## src/logic/ext_irq_pkg.sv

```systemverilog
// constants and types shared by the external interrupt front end
package ext_irq_pkg;

    // ------------------------------------------------------------
    // clock rates
    // ------------------------------------------------------------
    localparam int unsigned CLK_HZ     = 100_000_000;      // clk_i rate
    localparam int unsigned FC_HZ      = 100_000_000;      // fast clock, equal to clk_i
    localparam int unsigned CLK_PER_FC = CLK_HZ / FC_HZ;   // clk_i cycles per 1/fc

    // ------------------------------------------------------------
    // noise rejection times, in units of 1/fc
    // ------------------------------------------------------------
    localparam int unsigned REJ_NARROW_FC = 2;     // pins zero and five
    localparam int unsigned REJ_MID_FC    = 7;     // pins two, three, four
    localparam int unsigned REJ_SHORT_FC  = 15;    // pin one, filter select 1
    localparam int unsigned REJ_LONG_FC   = 63;    // pin one, filter select 0

    // agreeing samples needed after the synchroniser: one less than the
    // rejection time, since the first changed sample is not yet compared
    localparam logic [6:0] LEN_NARROW = 7'(REJ_NARROW_FC * CLK_PER_FC - 1);
    localparam logic [6:0] LEN_MID    = 7'(REJ_MID_FC * CLK_PER_FC - 1);
    localparam logic [6:0] LEN_SHORT  = 7'(REJ_SHORT_FC * CLK_PER_FC - 1);
    localparam logic [6:0] LEN_LONG   = 7'(REJ_LONG_FC * CLK_PER_FC - 1);

    // slow modes: two agreeing fs samples reject 1/fs and pass 3.5/fs
    localparam logic [6:0] SLOW_AGREE_TICKS = 7'h02;

    // pin samples shifted in before a filter may take its first level
    localparam logic [1:0] SYNC_FILL = 2'h3;

    // ------------------------------------------------------------
    // register map and control fields
    // ------------------------------------------------------------
    localparam int unsigned NUM_PINS     = 6;
    localparam logic [5:0]  CTRL_ADDR    = 6'h37;   // ext_irq_control
    localparam logic [7:0]  CTRL_RESET   = 8'h00;
    localparam logic [7:0]  CTRL_WMASK   = 8'hFE;   // bit 0 unused
    localparam int unsigned FILT_SEL_BIT = 7;
    localparam int unsigned FUNC_SEL_BIT = 6;
    localparam int unsigned EDGE4_LSB    = 4;
    localparam int unsigned EDGE3_BIT    = 3;
    localparam int unsigned EDGE2_BIT    = 2;
    localparam int unsigned EDGE1_BIT    = 1;

    typedef enum logic [1:0] {
        EDGE4_RISE  = 2'h0,
        EDGE4_FALL  = 2'h1,
        EDGE4_BOTH  = 2'h2,
        EDGE4_LEVEL = 2'h3
    } edge4_mode_t;

endpackage : ext_irq_pkg

```

## src/logic/ext_irq_filter.sv

```systemverilog
// digital noise filter and edge detector for one interrupt pin
`timescale 1ns/100ps
module ext_irq_filter (
    input  wire logic       clk_i,        // fast clock
    input  wire logic       resetn_i,     // synchronous reset, active low
    input  wire logic       pin_i,        // raw pin level
    input  wire logic       slow_i,       // slow or sleep mode
    input  wire logic       slow_tick_i,  // one pulse per fs period
    input  wire logic [6:0] fast_len_i,   // agreeing samples, fast modes
    output logic            level_o,      // filtered level
    output logic            rise_o,       // filtered rising edge pulse
    output logic            fall_o        // filtered falling edge pulse
);

    typedef struct packed {
        logic [2:0] sync;
        logic       filt;
        logic       primed;
        logic [1:0] fill;
        logic [6:0] cnt;
        logic       rise;
        logic       fall;
    } filt_state_t;

    filt_state_t st;
    filt_state_t next_st;
    logic [6:0]  need;
    logic        step;
    logic        agree;

    // ------------------------------------------------------------
    // filter
    // ------------------------------------------------------------
    // sync[0] feeds sync[1] only; a change counts once sync[1] and
    // sync[2] agree. the first agreeing sample after reset only primes
    // the level, so a pin already high reports no edge
    always_comb begin
        next_st      = st;
        next_st.sync = {st.sync[1:0], pin_i};
        next_st.rise = 1'b0;
        next_st.fall = 1'b0;
        need         = slow_i ? ext_irq_pkg::SLOW_AGREE_TICKS : fast_len_i;
        step         = !slow_i || slow_tick_i;
        agree        = st.sync[1] == st.sync[2];
        if (!st.primed) begin
            // sync stages hold reset zeros at first; priming on those
            // would report a false rise on a pin that idles high
            if (st.fill != ext_irq_pkg::SYNC_FILL) begin
                next_st.fill = st.fill + 2'h1;
            end else if (agree) begin
                next_st.filt   = st.sync[2];
                next_st.primed = 1'b1;
            end
        end else if (step) begin
            if (!agree || st.sync[2] == st.filt) begin
                next_st.cnt = 7'h00;
            end else if ({1'b0, st.cnt} + 8'h01 >= {1'b0, need}) begin
                next_st.cnt  = 7'h00;
                next_st.filt = st.sync[2];
                next_st.rise = st.sync[2];
                next_st.fall = !st.sync[2];
            end else begin
                next_st.cnt = st.cnt + 7'h01;
            end
        end
    end

    // state register
    always_ff @(posedge clk_i) begin
        if (!resetn_i) begin
            st <= '0;
        end else begin
            st <= next_st;
        end
    end

    assign level_o = st.filt;
    assign rise_o  = st.rise;
    assign fall_o  = st.fall;

    // ------------------------------------------------------------
    // checks
    // ------------------------------------------------------------
    a_fast_len_count: assert property (@(posedge clk_i) disable iff (!resetn_i)
        (rise_o || fall_o) && !$past(slow_i) |-> $past(st.cnt) + 7'h01 == $past(fast_len_i))
        else $error("fast edge without full agreeing count");

    a_slow_on_tick: assert property (@(posedge clk_i) disable iff (!resetn_i)
        (rise_o || fall_o) && $past(slow_i) |-> $past(slow_tick_i) && $past(st.cnt) == 7'h01)
        else $error("slow edge off the fs tick or too early");

    a_no_edge_unprimed: assert property (@(posedge clk_i) disable iff (!resetn_i)
        !$past(st.primed) |-> !rise_o && !fall_o)
        else $error("edge reported before the level was primed");

endmodule : ext_irq_filter

```

## src/logic/external_interrupt_inputs.sv

```systemverilog
// six-pin external interrupt front end with control register and latches
//
// Summary of operation
// six inputs, each noise filtered before edges
// control bit 6 picks port or pin zero
// software keeps shared port bit as input
// pin zero falling only, gated by bit 6
// request needs master, own flag, pin zero select
// pins zero, five: reject 2, pass 7 fc
// pin one rejects 15 or 63 fc
// bit 7: 0 gives 63, 1 gives 15
// pins two to four: reject 7 fc
// slow modes: reject 1/fs, pass 3.5/fs
// bits 1-3: 0 rising, 1 falling edge
// pin four: rise, fall, both, high level
// latch sets soon after a clean edge
// high level needs a rising edge after reset
// filter select change applies within 26 fc
// software disables interrupts while reconfiguring
// software masks false requests from shared pins
// control resets to zero, bit 0 unused
// control register sits at address 37h
// no read-modify-write on latches
// events set latches, held until cleared
`timescale 1ns/100ps
module external_interrupt_inputs (
    input  wire logic       clk_i,                       // fast clock, 100 MHz
    input  wire logic       resetn_i,                    // synchronous reset, active low
    input  wire logic [5:0] addr_i,                      // register address
    input  wire logic       wr_i,                        // register write strobe
    input  wire logic       rd_i,                        // register read strobe
    input  wire logic [7:0] wdata_i,                     // register write data
    output logic      [7:0] rdata_o,                     // register read data
    input  wire logic       irq_pin_zero_i,              // shared pin, falling edge
    input  wire logic       irq_pin_one_i,               // pin one
    input  wire logic       irq_pin_two_i,               // pin two
    input  wire logic       irq_pin_three_i,             // pin three
    input  wire logic       irq_pin_four_i,              // pin four
    input  wire logic       irq_pin_five_i,              // pin five, falling edge
    input  wire logic       slow_mode_i,                 // slow or sleep mode
    input  wire logic       slow_tick_i,                 // fs sample pulse
    input  wire logic       master_irq_enable_i,         // master enable
    input  wire logic [5:0] irq_enable_flags_i,          // individual enables
    input  wire logic [5:0] latch_clr_i,                 // clear pulses per latch
    output logic      [5:0] latch_o,                     // interrupt latches
    output logic      [5:0] irq_req_o,                   // enabled requests
    output logic            pin_zero_function_select_o   // 1: pin zero is interrupt
);

    // ------------------------------------------------------------
    // state
    // ------------------------------------------------------------
    typedef struct packed {
        logic [7:0] ctrl;
        logic [5:0] latch;
        logic       armed4;
        logic [7:0] rdata;
        logic [5:0] req;
    } top_state_t;

    top_state_t               st;
    top_state_t               next_st;
    logic [5:0]               pins;
    logic [5:0]               level;
    logic [5:0]               rise;
    logic [5:0]               fall;
    logic [5:0]               set_ev;
    logic [6:0]               len_one;
    ext_irq_pkg::edge4_mode_t mode4;
    logic                     func_sel;

    assign pins     = {irq_pin_five_i, irq_pin_four_i, irq_pin_three_i,
                       irq_pin_two_i, irq_pin_one_i, irq_pin_zero_i};
    assign func_sel = st.ctrl[ext_irq_pkg::FUNC_SEL_BIT];
    assign mode4    = ext_irq_pkg::edge4_mode_t'(st.ctrl[ext_irq_pkg::EDGE4_LSB +: 2]);

    // pin one rejection time follows bit 7 at once, well inside 26/fc
    assign len_one = st.ctrl[ext_irq_pkg::FILT_SEL_BIT] ?
                     ext_irq_pkg::LEN_SHORT : ext_irq_pkg::LEN_LONG;

    // ------------------------------------------------------------
    // noise filters, one per pin
    // ------------------------------------------------------------
    // each pin group has its own rejection time in the fast modes; the slow
    // modes all share the fs sample rule inside the filter
    generate
        for (genvar i = 0; i < ext_irq_pkg::NUM_PINS; i++) begin : g_pin
            localparam logic [6:0] FIXED_LEN =
                (i == 0 || i == 5) ? ext_irq_pkg::LEN_NARROW : ext_irq_pkg::LEN_MID;
            ext_irq_filter u_filter (
                .clk_i       (clk_i),
                .resetn_i    (resetn_i),
                .pin_i       (pins[i]),
                .slow_i      (slow_mode_i),
                .slow_tick_i (slow_tick_i),
                .fast_len_i  ((i == 1) ? len_one : FIXED_LEN),
                .level_o     (level[i]),
                .rise_o      (rise[i]),
                .fall_o      (fall[i])
            );
        end
    endgenerate

    // ------------------------------------------------------------
    // edge qualification
    // ------------------------------------------------------------
    // pin zero counts only while it is selected as an interrupt input;
    // the high level on pin four waits for a rising edge after reset
    always_comb begin
        set_ev    = 6'h00;
        set_ev[0] = fall[0] && func_sel;
        set_ev[1] = st.ctrl[ext_irq_pkg::EDGE1_BIT] ? fall[1] : rise[1];
        set_ev[2] = st.ctrl[ext_irq_pkg::EDGE2_BIT] ? fall[2] : rise[2];
        set_ev[3] = st.ctrl[ext_irq_pkg::EDGE3_BIT] ? fall[3] : rise[3];
        set_ev[5] = fall[5];
        unique case (mode4)
            ext_irq_pkg::EDGE4_RISE: begin
                set_ev[4] = rise[4];
            end
            ext_irq_pkg::EDGE4_FALL: begin
                set_ev[4] = fall[4];
            end
            ext_irq_pkg::EDGE4_BOTH: begin
                set_ev[4] = rise[4] || fall[4];
            end
            ext_irq_pkg::EDGE4_LEVEL: begin
                set_ev[4] = level[4] && st.armed4;
            end
        endcase
    end

    // ------------------------------------------------------------
    // next state
    // ------------------------------------------------------------
    // a set in the same cycle as a clear wins, so no event is lost
    always_comb begin
        next_st = st;
        if (rise[4]) begin
            next_st.armed4 = 1'b1;
        end
        next_st.latch = (st.latch & ~latch_clr_i) | set_ev;
        if (wr_i && addr_i == ext_irq_pkg::CTRL_ADDR) begin
            next_st.ctrl = wdata_i & ext_irq_pkg::CTRL_WMASK;
        end
        // reads outside this register return zero for the bus mux
        if (rd_i && addr_i == ext_irq_pkg::CTRL_ADDR) begin
            next_st.rdata = st.ctrl & ext_irq_pkg::CTRL_WMASK;
        end else begin
            next_st.rdata = 8'h00;
        end
        next_st.req = st.latch & irq_enable_flags_i
                    & {6{master_irq_enable_i}}
                    & {5'h1F, func_sel};
    end

    // state register; reset leaves pin zero as a port and pins one to four on rising edges
    always_ff @(posedge clk_i) begin
        if (!resetn_i) begin
            st      <= '0;
            st.ctrl <= ext_irq_pkg::CTRL_RESET;
        end else begin
            st <= next_st;
        end
    end

    // ------------------------------------------------------------
    // outputs, all straight from flops
    // ------------------------------------------------------------
    assign rdata_o                    = st.rdata;
    assign latch_o                    = st.latch;
    assign irq_req_o                  = st.req;
    assign pin_zero_function_select_o = func_sel;

    // ------------------------------------------------------------
    // checks
    // ------------------------------------------------------------
    a_ctrl_reset_zero: assert property (@(posedge clk_i) disable iff (!resetn_i)
        $rose(resetn_i) |-> st.ctrl == ext_irq_pkg::CTRL_RESET && !func_sel)
        else $error("control register not zero after reset");

    a_ctrl_write_addr: assert property (@(posedge clk_i) disable iff (!resetn_i)
        wr_i && addr_i == ext_irq_pkg::CTRL_ADDR
        |=> st.ctrl == ($past(wdata_i) & ext_irq_pkg::CTRL_WMASK))
        else $error("control write at 37h not stored");

    a_ctrl_read_back: assert property (@(posedge clk_i) disable iff (!resetn_i)
        rd_i && addr_i == ext_irq_pkg::CTRL_ADDR && !wr_i
        |=> rdata_o == st.ctrl && !rdata_o[0])
        else $error("control read does not match register");

    a_zero_port_mode: assert property (@(posedge clk_i) disable iff (!resetn_i)
        $rose(latch_o[0]) |-> $past(func_sel) && $past(fall[0]))
        else $error("pin zero latch set outside interrupt mode");

    a_req_gate_zero: assert property (@(posedge clk_i) disable iff (!resetn_i)
        irq_req_o[0] |-> $past(latch_o[0]) && $past(master_irq_enable_i)
                        && $past(irq_enable_flags_i[0]) && $past(func_sel))
        else $error("pin zero request without all enables");

    a_req_no_master: assert property (@(posedge clk_i) disable iff (!resetn_i)
        !master_irq_enable_i |=> irq_req_o == 6'h00)
        else $error("request raised with master enable low");

    a_edge_one_sel: assert property (@(posedge clk_i) disable iff (!resetn_i)
        $rose(latch_o[1]) |-> ($past(st.ctrl[ext_irq_pkg::EDGE1_BIT]) ? $past(fall[1]) : $past(rise[1])))
        else $error("pin one latched on the wrong edge");

    a_four_level_arm: assert property (@(posedge clk_i) disable iff (!resetn_i)
        $rose(latch_o[4]) && $past(mode4) == ext_irq_pkg::EDGE4_LEVEL |-> $past(st.armed4))
        else $error("level request before a rising edge");

    a_four_both_edge: assert property (@(posedge clk_i) disable iff (!resetn_i)
        mode4 == ext_irq_pkg::EDGE4_BOTH && fall[4] && !wr_i |=> latch_o[4])
        else $error("both-edge mode missed a falling edge");

    a_latch_holds: assert property (@(posedge clk_i) disable iff (!resetn_i)
        latch_o[2] && !latch_clr_i[2] |=> latch_o[2] [*1] ##0 !$fell(latch_o[2]))
        else $error("latch dropped without a clear");

    a_set_over_clear: assert property (@(posedge clk_i) disable iff (!resetn_i)
        (set_ev & latch_clr_i) != 6'h00 |=> (latch_o & $past(set_ev)) == $past(set_ev))
        else $error("clear beat a simultaneous set");

    a_sel_len_apply: assert property (@(posedge clk_i) disable iff (!resetn_i)
        $changed(st.ctrl[ext_irq_pkg::FILT_SEL_BIT]) |-> g_pin[1].u_filter.fast_len_i ==
        (st.ctrl[ext_irq_pkg::FILT_SEL_BIT] ? ext_irq_pkg::LEN_SHORT : ext_irq_pkg::LEN_LONG))
        else $error("pin one rejection time not updated");

    a_latch_soon: assert property (@(posedge clk_i) disable iff (!resetn_i)
        fall[5] |=> latch_o[5])
        else $error("pin five latch late after filtered edge");

    a_req_follows_latch: assert property (@(posedge clk_i) disable iff (!resetn_i)
        latch_o[3] && master_irq_enable_i && irq_enable_flags_i[3] |=> irq_req_o[3])
        else $error("pin three request missing with all enables");

    a_sel_from_write: assert property (@(posedge clk_i) disable iff (!resetn_i)
        wr_i && addr_i == ext_irq_pkg::CTRL_ADDR
        |=> pin_zero_function_select_o == $past(wdata_i[ext_irq_pkg::FUNC_SEL_BIT]))
        else $error("pin zero function select does not follow bit 6");

    a_level_sets_latch: assert property (@(posedge clk_i) disable iff (!resetn_i)
        mode4 == ext_irq_pkg::EDGE4_LEVEL && level[4] && st.armed4 |=> latch_o[4])
        else $error("armed high level did not set the pin four latch");

    a_edge_two_sel: assert property (@(posedge clk_i) disable iff (!resetn_i)
        $rose(latch_o[2]) |-> ($past(st.ctrl[ext_irq_pkg::EDGE2_BIT]) ? $past(fall[2]) : $past(rise[2])))
        else $error("pin two latched on the wrong edge");

endmodule : external_interrupt_inputs

```

## config.mk

```make
export PLATFORM = sky130hd
export DESIGN_NAME = external_interrupt_inputs
export DESIGN_NICKNAME = d
export VERILOG_FILES = /design/src/logic/ext_irq_pkg.sv /design/src/logic/ext_irq_filter.sv /design/src/logic/external_interrupt_inputs.sv
export SDC_FILE = /design/constraint.sdc
export NUM_CORES = 1
export LEC_CHECK = 0
export BUFFER_PORTS_ARGS = -buffer_cell sky130_fd_sc_hd__buf_2
export CAP_MARGIN = 15
export CORE_MARGIN = 8
export CORE_UTILIZATION = 58
export DETAILED_ROUTE_END_ITERATION = 8
export PLACE_DENSITY = 0.79
export SYNTH_ARGS = -nofsm -noshare
export SYNTH_HDL_FRONTEND = slang
export SYNTH_SLANG_ARGS = --single-unit
```

## constraint.sdc

```tcl
create_clock -name clk_i -period 2.75 [get_ports clk_i]
set_input_delay 0.4125 -clock clk_i [delete_from_list [all_inputs] [get_ports clk_i]]
set_output_delay 0.4125 -clock clk_i [all_outputs]
set_load 0.02 [all_outputs]
```

## After elaboration in Yosys (flattened, before gate mapping)

Index checks and enable logic that the tools add are counted.

- Muxes and demuxes: 68
- Equality and inequality tests: 46
- Reduce and logical (&&, ||, !) cells: 57
- Order comparisons: 6
- Add/subtract/negate cells: 18
- Bitwise logic cells: 20

Operators by type and width:

| operator | count |
|---|---|
| $mux W7 | 12 |
| $add A7 B1 Y8 const B | 6 |
| $ge A8 B7 Y1 | 6 |
| $ne A2 B2 Y1 const B | 24 |
| $add A7 B1 Y7 const B | 6 |
| $mux W2 | 19 |
| $reduce_and A5 Y1 | 6 |
| $reduce_or A5 Y1 | 6 |
| $mux W1 | 27 |
| $reduce_and A2 Y1 | 13 |
| $and A6 B6 Y6 | 4 |
| $mux W3 | 7 |
| $not A1 Y1 | 14 |
| $logic_not A1 Y1 | 13 |
| $add A2 B1 Y2 const B | 6 |
| $eq A1 B1 Y1 | 12 |
| $mux W6 | 2 |
| $ne A2 B1 Y1 const B | 6 |
| $reduce_bool A2 Y1 | 6 |
| $logic_or A1 B1 Y1 | 8 |
| $eq A6 B6 Y1 const B | 1 |
| $not A6 Y6 | 1 |
| $or A6 B6 Y6 | 1 |
| $eq A2 B2 Y1 const B | 2 |
| 4 further kinds | 7 |

- Input port bits: 39
- Word-level logic and storage cells: 261
- Bits in registers: 122
- Output and inout port bits: 21

## Longest topological paths before layout

- Depth after elaboration: 7
- Mapped depth: 9
- Gate-level depth less buffers: 9

## Modules after synthesis

Synthesis repeated with hierarchy kept, for this count alone.

- Cells, all modules: 748
- Area, all modules: 6,780.3 um^2

Modules (own cells, without submodules):

| module | instances | area an instance (um^2) | cells each | sequential area each (um^2) |
|---|---|---|---|---|
| ext_irq_filter (g_pin[0].u_filter ...) | 5 | 948.4 | 108 | 320.3 |
| external_interrupt_inputs | 1 | 1,141.1 | 114 | 540.5 |
| ext_irq_filter (g_pin[5].u_filter) | 1 | 897.1 | 94 | 320.3 |

## Worst setup path before layout

No wires, ideal clock.

- Path kind: register to register
- Start point: reg g_pin[1].u_filter.st[2] (netlist bit)
- End point: reg g_pin[1].u_filter.st[4] (netlist bit)
- Slack: 0.760 ns
- Buffers on the path: 0
- Arrival: 1.931 ns
- Setup time: 0.059 ns
- Period minus slack after synthesis: 1.990 ns
- Data required time: 2.691 ns
- Stages on the path, launching flop included: 10
- Cells stage by stage: dfxtp_1 > and2_1 > nand2_1 > xnor2_1 > ha_1 > a21o_1 > a31oi_1 > o221ai_2 > o31ai_1 > a22o_1

- Cells in the longest elaborated chain, start to end: 4
- Elaborated cells between the ends (all ways): 5
- Classes of those cells: add/sub (2); order compare (1); mux (2)

Ends and longest elaborated chain:

| item | RTL line | text |
|---|---|---|
| from (decl) | ext_irq_filter.sv:25 | `filt_state_t st;` |
| from (signal assigned) | ext_irq_filter.sv:73 | `st <= next_st;` |
| $add A7 B1 Y8 | ext_irq_filter.sv:57 | `end else if ({1'b0, st.cnt} + 8'h01 >= {1'b0, need}) begin` |
| $ge A8 B7 Y1 | ext_irq_filter.sv:57 |  |
| $mux W7 (*) | ext_irq_filter.sv:57 |  |
| $mux W7 (*) | ext_irq_filter.sv:55 | `if (!agree \|\| st.sync[2] == st.filt) begin` |

Every way passes the cells marked *; elsewhere a longest branch is shown, timed or not.
A chain may end at the register's enable or synchronous reset.

## Worst setup path in the final report

- Start point: reg g_pin[1].u_filter.st[2] (netlist bit)
- End point: reg g_pin[1].u_filter.st[7] (netlist bit)

The elaborated chain is that of the path after synthesis.

==> run summary <==
For this design, the sink count on the clock tree is 121. The worst-path cell with the longest stage delay is sky130_fd_sc_hd__dfxtp_1. The number of pins exceeding their max-slew limit in the final report came to 0. The post-route DRC violation count came out at 0. The number of CTS-inserted buffers came out at 17. The slew of the pin with the lowest slew margin is 0.578 ns.

The top cell types in the final layout, fill and taps aside, are sky130_fd_sc_hd__dfxtp_1, sky130_fd_sc_hd__buf_2, sky130_fd_sc_hd__nor2_1, sky130_fd_sc_hd__nand2_1, sky130_fd_sc_hd__and2_1. The cell at the root of the clock tree is sky130_fd_sc_hd__clkbuf_8. The critical path goes through and2_1 > nand2_1 > xnor2_1 > ha_1 > a21o_1 > a31oi_1 > o221ai_2 > nor2_1 > a22o_1. The largest voltage drop on the vdd net is 390 uV. The end point of the worst hold path is g_pin[3].u_filter.next_st[14]. The class of the worst hold path is in2reg. The arrival time of data at the critical path endpoint is roughly 2.8 ns. The fmax is 0.431 GHz. The number of enable-type register cells in the synthesized netlist is 0. The cell row count came out at 34. After detailed routing, the average wire length per cell comes to 14.5 um. The logic depth of the worst register-to-register path is 9. The portion of the post-synthesis area used by sequential elements is 0.473. The startpoint of the lowest-slack register-to-register path is g_pin[1].u_filter.st[2]. The most used flip-flop cell after synthesis is sky130_fd_sc_hd__dfxtp_1. The overall die area is between 0.01 and 0.015 sq mm. The number of register bits inferred by synthesis came out at 121.

The placement-stage worst setup slack is between 0.4 and 0.5 ns. The post-layout total power came out at between 4 and 5 mW. Across the run, the number of max-cap violations was 0. The via count of the first global-routing pass is 3865. The leakage power total is 2.79 nW. The longest clock path from root to sink contains 2 buffers. The worst max-slew margin expressed relative to the limit is 0.615.

The starting density of the core is 0.593. The power density over cell area is roughly 770 mW/mm^2. Entering global routing, the biggest net connects 39 pins. STA classifies the critical path startpoint as a register. The worst path meets setup with approximately 0.43 ns of slack. The fraction of layout instances using a drive strength above 1 is 0.188. The time the final worst path needs with I/O delays and setup is around 2.3 ns. Counting the fill cells in the layout gives 648.

The synthesis warning total came out at 0. Synthesis produced roughly 530 cells. The fraction of synthesis flops using an asynchronous set or reset pin came out at 0. Pin placement for this block handled 60 I/O pins. The average vias per placed instance came out at 5.42.

The overall global routing resource usage is 0.178. For this run, the slowest stage of the critical path takes ~0.40 ns. The number of routed nets with antenna violations came out at 0. The vertical die dimension is 110 um. The area added between synthesis and finish is 15.5%. The synthesized area per cell is 9.69 sq um. Dividing the final minimum period by the clock period gives 0.844. Setup repair after global routing left no endpoint under its margin. The data required time at the worst endpoint is roughly 3.2 ns.

The repair_antennas step left the layout with diodes totalling 0. The startpoint identified for the worst hold timing path is irq_pin_three_i. The HPWL after detailed placement came out at 6.78 mm. Of the post-synthesis cell area, the dominant cell type holds 0.473.

The worst setup path is of the reg2reg kind. The width of the die came out at between 100 and 150 um. After the first detailed-routing iteration, the DRC count stood at 185.

The number of antenna violations at the first check in global routing is 0. The final estimated routing congestion in global placement came out at around 0.75. The worst setup path is captured at a register. The number of nets in the finished design is ~650. The latest clock arrival within the worst-skew pair is between 0.5 and 0.6 ns. Summing over every cut layer, the via total after detailed routing is about 3800. The maximum clock skew at final layout is 0.00897 ns. sky130_fd_sc_hd__dfxtp_1 takes more of the synthesized area than any other cell. The post-CTS clock slew at the launch and capture registers of the worst setup and hold paths came out at 0.06 ns. Along the worst path, the maximum fanout reaches 7. The wire length of the first global-routing pass came out at ~17 mm. The buffer and inverter count on the worst path came out at 0.

The number of failing hold endpoints at the final stage was 0. The total negative slack came out at 0 ns. The final layout contains routed wiring with a total length of 10.1 mm.

The worst register-to-register path ends at g_pin[1].u_filter.st[7]. The netlist area before placement came out at ~0.0051 sq mm. The area of the core is around 0.0086 sq mm. The cell family contributing the most delay on the critical path is compound AO/OA/AOI/OAI gates.

The flow ran to the end, and the final reports show no timing, DRC or antenna violations. The final setup violation count came out at 0. Along the worst hold path, the cell count comes to 2. The number of nets produced by synthesis is 601. Sorting the synthesized cells by area gives the leading types as sky130_fd_sc_hd__dfxtp_1, sky130_fd_sc_hd__ha_1, sky130_fd_sc_hd__and2_1, sky130_fd_sc_hd__and3_1, sky130_fd_sc_hd__nor2_1.

Buffers inserted to repair hold after CTS numbered 0. The worst register-to-register path has a setup slack of about 0.43 ns. The number of iterations in the first detailed-routing pass came out at 4. The number of buffers added on ports came out at between 50 and 60. The count of different cell masters after synthesis came out at 56. TritonCTS built the clock tree. The depth of the CTS H-tree came out at 4. After clock tree synthesis, the setup repair step added 0 buffers. The residual overflow from global routing came out at 0. The total of cells resized after clock tree synthesis is 0.

The most frequent standard cell in the layout excluding fill and tap cells is sky130_fd_sc_hd__dfxtp_1.
-- worst max-delay path by stage --
stage	to	cells past startpoint	slack (ns)	start
global placement	g_pin[1].u_filter.st[5]	9	0.55	g_pin[1].u_filter.st[2]
floorplan	g_pin[1].u_filter.st[4]	9	0.76	g_pin[1].u_filter.st[2]
global route	g_pin[1].u_filter.st[5]	9	0.22	g_pin[1].u_filter.st[2]
detailed placement	g_pin[1].u_filter.st[7]	9	0.44	g_pin[1].u_filter.st[2]
CTS	g_pin[1].u_filter.st[7]	9	0.43	g_pin[1].u_filter.st[2]
finish	g_pin[1].u_filter.st[7]	9	0.43	g_pin[1].u_filter.st[2]
-- per-stage QoR --
stage,util,hold slack (ns),std cells,instance area (sq um)
3_5_place_dp,0.620,0.422,663,5360
5_1_grt,0.685,0.109,694,5920
6_report,0.685,0.109,694,5920
4_1_cts,0.685,0.0955,694,5920
3_3_place_gp,0.620,0.414,663,5360
2_1_floorplan,-,0.412,529,5120
-- logic make-up (layout without fill, tap and decap cells) --
group | count (synthesis) | after routing | synth area share
AND/OR/NAND/NOR | 222 | 222 | 0.235
flip-flops | 121 | 121 | 0.473
AO/OA/AOI/OAI | 73 | 73 | 0.103
buffers and inverters | 47 | 104 | 0.0501
adder cells (fa/ha/maj) | 33 | 33 | 0.0806
XOR/XNOR | 19 | 19 | 0.0325
multiplexers | 13 | 13 | 0.0254
other | 1 | 1 | 0.000732
-- power by group --
part / switching, mW / internal [mW] / total (mW) / leakage, nW
clock: 0.732 / 1.35 / 2.08 / 0.274
combinational: 0.266 / 0.233 / 0.498 / 1.54
sequential: 0.103 / 1.89 / 1.99 / 0.981
total: 1.10 / 3.47 / 4.57 / 2.79
-- routing by layer --
| layer | routed length (um) | track usage | up-vias | part of all wire |
|---|---|---|---|---|
| li1 | - | - | 1894 | - |
| met1 | 4320 | 0.200 | 1765 | 0.43 |
| met5 | 0 | 0 | - | 0 |
| met2 | 4880 | 0.309 | 88 | 0.48 |
| met4 | 168 | 0.0743 | 0 | 0.017 |
| met3 | 704 | 0.0500 | 17 | 0.070 |
-- worst reg2reg max path: stages (launching register included) --
cell and delay, ns:
sky130_fd_sc_hd__dfxtp_1 0.40, sky130_fd_sc_hd__and2_1 0.22, sky130_fd_sc_hd__nand2_1 0.08, sky130_fd_sc_hd__xnor2_1 0.24
sky130_fd_sc_hd__ha_1 0.30, sky130_fd_sc_hd__a21o_1 0.18, sky130_fd_sc_hd__a31oi_1 0.17, sky130_fd_sc_hd__o221ai_2 0.20
sky130_fd_sc_hd__nor2_1 0.30, sky130_fd_sc_hd__a22o_1 0.19
-- cells in the mapped netlist, types with 13 or more instances --
library cell / n
sky130_fd_sc_hd__dfxtp_1: 121
sky130_fd_sc_hd__nor2_1: 51
sky130_fd_sc_hd__nand2_1: 40
sky130_fd_sc_hd__and2_1: 35
sky130_fd_sc_hd__and3_1: 33
sky130_fd_sc_hd__ha_1: 33
sky130_fd_sc_hd__buf_4: 21
sky130_fd_sc_hd__a21oi_1: 19
sky130_fd_sc_hd__nand2b_1: 18
sky130_fd_sc_hd__inv_1: 13
sky130_fd_sc_hd__mux2i_1: 13
sky130_fd_sc_hd__xnor2_1: 13
-- area by class of cell --
cell class	count	area, sq um	area share
tap	108	135	0.0228
timing repair buffer	59	300	0.0508
clock buffer	23	467	0.0789
clock inverter	8	95.1	0.0161
multi-input combinational	361	2440	0.413
inverter	14	52.6	0.00888
sequential	121	2420	0.409
-- flip-flops by register name, summed over array words and instances, names as in the netlist --
name	count
g_pin.u_filter.rise_o	4
rdata_o	7
irq_req_o	6
pin_zero_function_select_o	1
g_pin.u_filter.st	66
latch_o	6
g_pin.u_filter.next_st	12
g_pin.u_filter.level_o	6
g_pin.u_filter.fall_o	6
mode4	2
st	5
No activity file was read; power rests on OpenSTA's default activity.
